[config.mk]
export PLATFORM = sky130hd
export DESIGN_NAME = wake_ctrl_end_flat
export DESIGN_NICKNAME = d
export VERILOG_FILES = /design/src/wake_pkg.sv /design/src/wake_link_if.sv /design/src/wake_ctrl_end.sv /design/src/flat_wrapper.sv
export SDC_FILE = /design/constraint.sdc
export NUM_CORES = 1
export LEC_CHECK = 0
export BUFFER_PORTS_ARGS = -buffer_cell sky130_fd_sc_hd__buf_4
export CAP_MARGIN = 5
export CORE_ASPECT_RATIO = 0.9
export CORE_MARGIN = 4
export CORE_UTILIZATION = 35
export DETAILED_ROUTE_END_ITERATION = 6
export PLACE_DENSITY = 0.58
export SLEW_MARGIN = 30
export SYNTH_ARGS = -nofsm -noshare
export SYNTH_HDL_FRONTEND = slang
export SYNTH_SLANG_ARGS = --single-unit
export TNS_END_PERCENT = 5
[constraint.sdc]
create_clock -name clk_i -period 6.9 [get_ports clk_i]
set_input_delay 0.345 -clock clk_i [delete_from_list [all_inputs] [get_ports clk_i]]
set_output_delay 0.345 -clock clk_i [all_outputs]
set_load 0.005 [all_outputs]
[src/wake_pkg.sv]
/*
  shared constants and types for the wake-event / power-state link.
  assumes a single 40 MHz clock shared by both ends.
*/
package wake_pkg;
  // ----------------------------------------
  // device power states
  // ----------------------------------------
  typedef enum logic [1:0] {
    DSTATE_D0 = 2'h0,
    DSTATE_D1 = 2'h1,
    DSTATE_D2 = 2'h2,
    DSTATE_D3 = 2'h3
  } dstate_t;

  // ----------------------------------------
  // controller register map (word offsets)
  // ----------------------------------------
  localparam logic [3:0] REG_CTRL   = 4'h0; // [1:0] target state, [8] resource on, [9] sleep
  localparam logic [3:0] REG_ENABLE = 4'h1; // [0] power-status sci, [1] wake enable
  localparam logic [3:0] REG_STATUS = 4'h2; // [0] power-status, [1] wake; write 1 clears
  localparam logic [3:0] REG_STATE  = 4'h3; // [1:0] device state, [8] resource, [9] sleeping,
                                            // [10] busy, [11] sci
  localparam logic [3:0] REG_SETTLE = 4'h4; // stabilization cycles

  localparam int          CTRL_RES_BIT   = 8;
  localparam int          CTRL_SLEEP_BIT = 9;
  localparam int          EVT_PWR_BIT    = 0;
  localparam int          EVT_WAKE_BIT   = 1;

  localparam logic [15:0] SETTLE_RST     = 16'h0028; // 1 us at 40 MHz
  localparam logic [31:0] ZERO_WORD      = 32'h0000_0000;
endpackage : wake_pkg

[src/wake_link_if.sv]
/*
  link between the power-state controller and one managed device.
  assumes both ends run on the same clock.
*/
`timescale 1ns/1ps
interface wake_link_if;
  import wake_pkg::*;
  logic    set_vld;   // set-power-state command strobe
  dstate_t set_state; // commanded state
  logic    pwr_on;    // power resource enable
  logic    wake_en;   // device sci / wake enable
  dstate_t cur_state; // state reported by device
  logic    wake_req;  // wake signal forwarded upstream (level)
  logic    pstat_evt; // power-status change pulse

  modport ctrl (output set_vld, set_state, pwr_on, wake_en,
                input  cur_state, wake_req, pstat_evt);
  modport dev  (input  set_vld, set_state, pwr_on, wake_en,
                output cur_state, wake_req, pstat_evt);
endinterface : wake_link_if

[src/wake_ctrl_end.sv]
/*
  core-logic controller end: power resource sequencing with settle timing,
  sticky sci status, wake resume. registers over a plain strobe port.
  assumes one managed device on the link and register strobes one cycle long.
  with the resource request low, power is held until the device reports D3
  or until software requests the resource again.
*/
// Implementation choices: the strobed register port and the register offsets.
`timescale 1ns/1ps
module wake_ctrl_end
  import wake_pkg::*;
(
  input  wire logic        clk_i,      // 40 MHz clock
  input  wire logic        rst_n_i,    // async reset, active low
  wake_link_if.ctrl        link,       // toward device
  input  wire logic [3:0]  addr_i,     // register word index
  input  wire logic [31:0] wdata_i,    // write data
  input  wire logic        wr_i,       // write strobe
  input  wire logic        rd_i,       // read strobe
  output logic      [31:0] rdata_o,    // read data, one cycle later
  output logic             sci_o,      // system control interrupt
  output logic             resume_o,   // machine resume pulse
  output logic             bus_off_o,  // bus power removed
  output logic             bus_low_o   // bus reduced supply
);
  // ----------------------------------------
  // sequencer states
  // ----------------------------------------
  // only one link command is ever in flight
  typedef enum logic [1:0] {
    SQ_IDLE   = 2'b00,
    SQ_SETTLE = 2'b01,
    SQ_CMD    = 2'b11,
    SQ_OFF    = 2'b10
  } seq_t;

  seq_t        seq_r;
  dstate_t     tgt_r;
  logic        res_r;
  logic        res_want_r;
  logic        sleep_r;
  // en_r[1] also drives the wake enable on the link
  logic [1:0]  en_r;
  logic [1:0]  stat_r;
  logic [15:0] settle_r;
  logic [15:0] cnt_r;
  logic        set_vld_r;

  // ----------------------------------------
  // register decode
  // ----------------------------------------
  // unmapped addresses read zero and ignore writes
  wire wr_ctrl   = wr_i && (addr_i == REG_CTRL);
  wire wr_enable = wr_i && (addr_i == REG_ENABLE);
  wire wr_status = wr_i && (addr_i == REG_STATUS);
  wire wr_settle = wr_i && (addr_i == REG_SETTLE);
  wire busy      = (seq_r != SQ_IDLE);

  wire pwr_hit  = link.pstat_evt && en_r[EVT_PWR_BIT];
  wire wake_hit = link.wake_req && en_r[EVT_WAKE_BIT];
  wire [1:0] evt_set = {wake_hit, pwr_hit};
  wire [1:0] evt_clr = wr_status ? wdata_i[1:0] : 2'h0;
  // set wins over a clear in the same cycle, so no event is lost
  wire [1:0] stat_nxt = evt_set | (stat_r & ~evt_clr);

  // busy and sci are read live, so polling has no side effects
  wire [31:0] state_word = {20'h0, (|(stat_r & en_r)), busy, sleep_r, res_r,
                            6'h0, link.cur_state};
  wire [31:0] rd_mux =
      (addr_i == REG_CTRL)   ? {22'h0, sleep_r, res_want_r, 6'h0, tgt_r} :
      (addr_i == REG_ENABLE) ? {30'h0, en_r} :
      (addr_i == REG_STATUS) ? {30'h0, stat_r} :
      (addr_i == REG_STATE)  ? state_word :
      (addr_i == REG_SETTLE) ? {16'h0, settle_r} : ZERO_WORD;

  // resource must drop only once the device itself is off
  wire want_off = !res_want_r && res_r;

  // ----------------------------------------
  // registered output next values
  // ----------------------------------------
  // sci follows the status bits, so a clear and the line drop together
  wire        sci_nxt     = |(stat_nxt & en_r);
  // pulse only on the edge that really leaves sleep
  wire        resume_nxt  = sleep_r && wake_hit && !wr_ctrl;
  wire        dev_off     = (link.cur_state == DSTATE_D3);
  wire        dev_low     = (link.cur_state == DSTATE_D1) ||
                            (link.cur_state == DSTATE_D2);
  // one device per link: bus off needs D3 with the resource dropped, bus low follows the device state alone
  wire        bus_off_nxt = dev_off && !res_r;
  wire        bus_low_nxt = dev_low;
  // zero between reads, so a stale word never looks like an answer
  wire [31:0] rdata_nxt   = rd_i ? rd_mux : ZERO_WORD;

  always_ff @(posedge clk_i or negedge rst_n_i) begin
    if (!rst_n_i) begin
      tgt_r      <= DSTATE_D0;
      res_want_r <= 1'b1;
      sleep_r    <= 1'b0;
      en_r       <= 2'h0;
      stat_r     <= 2'h0;
      settle_r   <= SETTLE_RST;
      rdata_o    <= ZERO_WORD;
      sci_o      <= 1'b0;
      resume_o   <= 1'b0;
      bus_off_o  <= 1'b0;
      bus_low_o  <= 1'b0;
    end else begin
      if (wr_ctrl) begin
        tgt_r      <= dstate_t'(wdata_i[1:0]);
        res_want_r <= wdata_i[CTRL_RES_BIT];
        sleep_r    <= wdata_i[CTRL_SLEEP_BIT];
      end else if (sleep_r && wake_hit) begin
        // a ctrl write in the wake cycle wins, keeping software's sleep bit
        sleep_r <= 1'b0;
      end
      if (wr_enable) begin
        en_r <= wdata_i[1:0];
      end
      if (wr_settle) begin
        settle_r <= wdata_i[15:0];
      end
      stat_r    <= stat_nxt;
      rdata_o   <= rdata_nxt;
      sci_o     <= sci_nxt;
      resume_o  <= resume_nxt;
      bus_off_o <= bus_off_nxt;
      bus_low_o <= bus_low_nxt;
    end
  end

  // ----------------------------------------
  // resource / command sequencer
  // ----------------------------------------
  // ctrl writes while busy only update the target, resource request and sleep bit
  wire power_up_req = wr_ctrl && wdata_i[CTRL_RES_BIT] && !res_r;
  wire cmd_req      = wr_ctrl && res_r;
  wire settle_done  = (cnt_r == 16'h0);

  always_ff @(posedge clk_i or negedge rst_n_i) begin
    if (!rst_n_i) begin
      seq_r     <= SQ_IDLE;
      res_r     <= 1'b1;
      cnt_r     <= 16'h0;
      set_vld_r <= 1'b0;
    end else begin
      set_vld_r <= 1'b0;
      case (seq_r)
        SQ_IDLE: begin
          if (power_up_req) begin
            res_r <= 1'b1;
            cnt_r <= settle_r;
            seq_r <= SQ_SETTLE;
          end else if (cmd_req) begin
            seq_r <= SQ_CMD;
          end
        end
        SQ_SETTLE: begin
          // zero is held one more cycle: settle+1 cycles in all
          if (settle_done) begin
            seq_r <= res_r ? SQ_CMD : SQ_IDLE;
          end else begin
            cnt_r <= cnt_r - 16'h1;
          end
        end
        SQ_CMD: begin
          set_vld_r <= 1'b1;
          seq_r     <= want_off ? SQ_OFF : SQ_IDLE;
        end
        SQ_OFF: begin
          // a fresh resource request leaves the off wait; otherwise a device
          // parked short of D3 would keep the sequencer busy for ever
          if (res_want_r) begin
            seq_r <= SQ_CMD;
          end else if (dev_off) begin
            res_r <= 1'b0;
            cnt_r <= settle_r;
            seq_r <= SQ_SETTLE;
          end
        end
        default: seq_r <= SQ_IDLE;
      endcase
    end
  end

  assign link.set_vld   = set_vld_r;
  assign link.set_state = tgt_r;
  assign link.pwr_on    = res_r;
  assign link.wake_en   = en_r[EVT_WAKE_BIT];
endmodule : wake_ctrl_end

[src/flat_wrapper.sv]
// flat-port wrapper written by rule: the top's interface ports become plain ports
module wake_ctrl_end_flat import wake_pkg::*;
  (clk_i, rst_n_i, addr_i, wdata_i, wr_i, rd_i, rdata_o, sci_o, resume_o, bus_off_o, bus_low_o, link_set_vld, link_set_state, link_pwr_on, link_wake_en, link_cur_state, link_wake_req, link_pstat_evt);
  wake_link_if link_i ();
  input  wire logic clk_i;
  input  wire logic rst_n_i;
  input  wire logic [3:0] addr_i;
  input  wire logic [31:0] wdata_i;
  input  wire logic wr_i;
  input  wire logic rd_i;
  output logic      [31:0] rdata_o;
  output logic sci_o;
  output logic resume_o;
  output logic bus_off_o;
  output logic bus_low_o;
  output wire logic [$bits(link_i.set_vld)-1:0] link_set_vld;
  output wire logic [$bits(link_i.set_state)-1:0] link_set_state;
  output wire logic [$bits(link_i.pwr_on)-1:0] link_pwr_on;
  output wire logic [$bits(link_i.wake_en)-1:0] link_wake_en;
  input wire logic [$bits(link_i.cur_state)-1:0] link_cur_state;
  input wire logic [$bits(link_i.wake_req)-1:0] link_wake_req;
  input wire logic [$bits(link_i.pstat_evt)-1:0] link_pstat_evt;
  assign link_set_vld = link_i.set_vld;
  assign link_set_state = link_i.set_state;
  assign link_pwr_on = link_i.pwr_on;
  assign link_wake_en = link_i.wake_en;
  assign link_i.cur_state = link_cur_state;
  assign link_i.wake_req = link_wake_req;
  assign link_i.pstat_evt = link_pstat_evt;
  wake_ctrl_end u_core (.clk_i(clk_i), .rst_n_i(rst_n_i), .link(link_i), .addr_i(addr_i), .wdata_i(wdata_i), .wr_i(wr_i), .rd_i(rd_i), .rdata_o(rdata_o), .sci_o(sci_o), .resume_o(resume_o), .bus_off_o(bus_off_o), .bus_low_o(bus_low_o));
endmodule
* Word level (Yosys, flattened, before mapping) *
Cells that the tools add are included.

storage, ports and cells
  bits in writable memories = 0
  bits in latches = 0
  memory bits (read-only) = 0
  memories = 0
  register bits = 80
  output and inout port bits = 41

operators by class
  muxes and demuxes = 27
  shift-type cells = 0
  $add $sub $neg = 1
  equality and inequality tests = 17
  bitwise operators = 5
  divide/modulo/power cells = 0
  magnitude comparators = 0
  reduce and logical (&&, ||, !) cells = 29
  multiply operators = 0

operators with widths
  kind                     count
  $mux W32                 5
  $mux W16                 5
  $pmux W16 S3             1
  $logic_not A16 Y1        1
  $mux W2                  8
  $sub A16 B1 Y16 const B  1
  $logic_and A1 B1 Y1      13
  $eq A2 B2 Y1 const B     4
  $eq A4 B2 Y1 const B     2
  $pmux W2 S4              1
  $and A2 B2 Y2            3
  $mux W1                  6
  $ne A2 B1 Y1 const B     3
  $ne A3 B1 Y1 const B     2
  $reduce_bool A2 Y1       3
  $reduce_and A5 Y1        1
  $eq A2 B1 Y1 const B     2
  $eq A4 B1 Y1 const B     1
  $eq A4 B3 Y1 const B     1
  $logic_not A4 Y1         1
  $ne A2 B2 Y1 const B     2
  $reduce_and A4 Y1        1
  $reduce_or A2 Y1         2
  $logic_not A1 Y1         3
  other kinds (7)          7

* Longest topological paths before layout *
  depth in word-level cells = 8
  mapped depth = 8
  depth with buffers taken out = 7

* Worst setup path before layout *
Ideal clock, no wire load.

  path kind = register to register
  from = register u_core.cnt_r[0]
  to = register u_core.cnt_r[9]
  arrival = 2097 ps
  path slack = 4675 ps
  stages on the path, launching flop included = 8
  period minus slack after synthesis = 2225 ps
  setup time = 128 ps
  cells stage by stage = dfrtp_1 inv_1 ha_1 or4b_1 buf_2 nor4_4 a21oi_2 mux2_1

on the way
  cells in the longest elaborated chain, start to end = 3

ends and longest elaborated chain
  item                                                         RTL line                                    text
  start: declaration                                           wake_ctrl_end.sv:46                         logic [15:0] cnt_r;
  start signal: assignment                                     wake_ctrl_end.sv:152                        cnt_r <= settle_r;
  start signal: assignment                                     wake_ctrl_end.sv:163                        cnt_r <= cnt_r - 16'h1;
  start signal: assignment                                     wake_ctrl_end.sv:177                        cnt_r <= settle_r;
  $sub A16 B1 Y16 / $logic_not A16 Y1 (equally long branches)  wake_ctrl_end.sv:163, wake_ctrl_end.sv:138
  $mux W16 / $ne A2 B2 Y1 (equally long branches)              --
  $pmux W16 S3 / $reduce_and A5 Y1 (equally long branches)     --

Several ways; a longest one is shown, not always the timed one. The select of a mux whose other input is x is not followed.
A chain may end at the register's enable or synchronous reset.

* Worst setup path in the final report *
  from = register u_core.cnt_r[0]
  to = register u_core.cnt_r[8]

The elaborated chain is that of the path after synthesis.

==> metrics.txt <==
CP endpoint kind=flip-flop; Top Layer Used=met4; Initial Util=0.365; # clock sinks=64; Resize count post-CTS=0; Max transition margin=0.395; Seq pwr share=0.414; routed metal-1 wirelength=3780 um; DRC=0; Routed WL per cell=15.7 um; cell taking the most area after synthesis=dfrtp_1; DRT Pass-1 Iters=4; pwr/cell area=352 nW/um2; metal3 WL=418 um; EDFF count, synth=0; DRT iter0 DRCs=172; crit path DAT=2.82 ns; clock root buffer master=clkbuf_8; CP max stage delay=0.62 ns; Pwr Total=1.36 mW; commonest non-fill, non-tap cells in the layout=dfrtp_1, buf_4, nand2_1; Synth Area per Inst=10.1 um2; Post-CTS Hold Buffers=0; number of distinct library cells after synthesis=52; count of final hold-check violations=0; pre-CTS setup slack=3.96 ns; period utilization=0.376; post-layout worst setup margin=4.30 ns; H-tree depth=3; worst-path maximum fanout=9; Final Skew=0.00987 ns; Compound-Gate Fraction of Synth Area=0.156; reg2reg end=u_core.cnt_r[8]; share of the core filled with cells=0.441; total number of vias=2480; top cells by area, synth=dfrtp_1, mux2_2, buf_4; die width=109 um; design area=3850 um2; most used cell, CP=nand2_2; ANT cells=0; gpl congestion=0.819; register area share after synthesis=0.504; CP Cell Sequence=inv_1, ha_1, or4b_1, nor4_4, nand2_2, nand2_2, o21ai_1; Die Y=98.5 um; max-slew violations=0; proportion of synthesized area in mux cells=0.0841; FF+latch area=1610 um2; Comb power frac=0.307; port buffer count=52; Filler cells=861; Total Nets Final=408; drt total wl=7650 um; vias in the first global route=2336; dpl cell area=3610 um2; CTS tree=built; commonest non-fill, non-tap cell in the layout=dfrtp_1; Ys Warns=0; Mapped Cells=314; worst vdd ir=0.126 mV; layout cells sized above 1=0.278; Synth Flop Type=dfrtp_1; Post-CTS Setup Bufs=0; TritonCTS Buffers=9; shortest period the worst path allows=2.60 ns; gr usage total=0.148; post-DP HPWL=5380 um; Synth Area in XOR/XNOR=0.00275; worst slew pin tran=0.906 ns; status=finished clean; Core Area=8730 um2; Critical Path RT=7.12 ns; area occupied by multi-input gates=1440 um2; cell area after synthesis=3190 um2; Syn-to-layout area delta=20.9%; # Max-Cap Violations=0; grt ovf=0; CP Launch Type=flip-flop; Synth Register Bits=64; LEAKAGE=1.77 nW; Simple-Gate Fraction of Synth Area=0.179; die area=10700 um2; Clk network pwr share=0.279; R2R Setup Slk=4.30 ns; Worst R2R Start=u_core.cnt_r[0]; initial antenna violation count=0; r2r worst-path depth=7; final setup fails=0; Routed Antenna Nets=0; global-route wire length before repair=12500 um; combinational family with the most area after synthesis=simple AND/OR/NAND/NOR gates; Sum Neg Setup Slack=0 ns; Setup CP Type=reg2reg; largest net degree at the start of global routing=65; vias per std cell=5.10; num ports=85; Yosys top cell area share=0.471; Worst-path clk slew=0.07 ns; P_sw=487 uW; adder-cell share of the synthesized area=0.00786; maximum clock frequency=385 MHz; met2 routed WL=3390 um; RSZ-0062 raised after global routing=false; Int Pwr=869 uW; row cnt=32; Hold Path Class=in2async; FFs w/ async S/R, synth=1.00; Net Sw Frac=0.359; Max Root-Sink Buffers=2; Slowest-stage cell, CP=or4b_1; Skew-Pair Late Insertion Delay=0.34 ns
-- synthesized netlist by cell type (3+ instances only) --
| cell | n |
|---|---|
| dfrtp_1 | 60 |
| nand2_1 | 24 |
| a21oi_1 | 22 |
| mux2_2 | 21 |
| nor2_1 | 21 |
| buf_4 | 16 |
| o21ai_0 | 13 |
| clkbuf_1 | 11 |
| and3_1 | 10 |
| nand3_1 | 9 |
| o21ai_1 | 9 |
| nor3_1 | 8 |
| inv_1 | 7 |
| a31oi_1 | 6 |
| nor2b_1 | 6 |
| nor3b_1 | 5 |
| nor4_1 | 5 |
| a22o_1 | 4 |
| a22oi_1 | 4 |
| buf_2 | 4 |
| dfstp_2 | 4 |
| nand2b_1 | 3 |
| o21a_1 | 3 |
| o311a_1 | 3 |
-- power groups by stage --
stage          clock [mW]  combinational, mW  sequential (mW)
2_1_floorplan           0              0.328            0.528
3_3_place_gp            0              0.409            0.564
3_5_place_dp            0              0.417            0.565
4_1_cts             0.389              0.418            0.559
5_1_grt             0.407              0.468            0.574
6_report            0.378              0.416            0.562
-- flip-flops by register name, indices dropped and copies added, names as in the netlist --
register / flops
u_core.bus_low_o: 1
u_core.bus_off_o: 1
u_core.cnt_r: 16
u_core.en_r: 2
u_core.link.pwr_on: 1
u_core.link.set_state: 2
u_core.link.set_vld: 1
u_core.rdata_o: 16
u_core.res_want_r: 1
u_core.resume_o: 1
u_core.sci_o: 1
u_core.seq_r: 2
u_core.settle_r: 16
u_core.sleep_r: 1
u_core.stat_r: 2
-- metal layers --
layer  vias to the layer above  global-route usage
met5                         -                   0
li1                       1204                   -
met2                        76               0.209
met4                         0              0.0388
met3                         5              0.0419
met1                      1195               0.222
-- cell type report --
type                            instances  area share
Clock inverter                          5      0.0221
Clock buffer                           11      0.0393
Multi-Input combinational cell        227       0.373
Timing Repair Buffer                   53       0.103
Tap cell                              119      0.0387
Inverter                                7     0.00682
Sequential cell                        64       0.417
-- worst max-delay path by stage --
stage,depth (start not counted),to,startpoint,slack (ns)
2_1_floorplan,7,u_core.cnt_r[9],u_core.cnt_r[0],4.68
3_3_place_gp,6,u_core.settle_r[6],addr_i[0],4.01
3_5_place_dp,6,u_core.settle_r[2],addr_i[0],3.96
4_1_cts,7,u_core.cnt_r[8],u_core.cnt_r[0],4.30
5_1_grt,6,u_core.settle_r[2],addr_i[0],4.11
6_report,7,u_core.cnt_r[8],u_core.cnt_r[0],4.30
-- cell families (layout without fill, tap and decap cells) --
logic type | Yosys count | count (layout)
adder cells (fa/ha/maj) | 2 | 2
AO/OA/AOI/OAI | 78 | 78
multiplexers | 24 | 24
XOR/XNOR | 1 | 1
other | 1 | 16
buffers and inverters | 38 | 76
flip-flops | 64 | 64
AND/OR/NAND/NOR | 106 | 106
-- through the flow --
stage	std cells	hold slack, ns
after CTS	486	0.117
after global routing	486	0.161
after floorplan	329	0.0494
after global placement	470	0.475
final	486	0.0908
after detailed placement	470	0.484
-- critical path: cells and delay by family (launching register included) --
family,cells,cell delay (ns)
AOI/OAI and AO/OA,1,0.11
adders and majority gates,1,0.24
buffers and inverters,1,0.12
DFF,1,0.43
and+or+nand+nor,4,1.58
(Power assumes the default switching activity.)
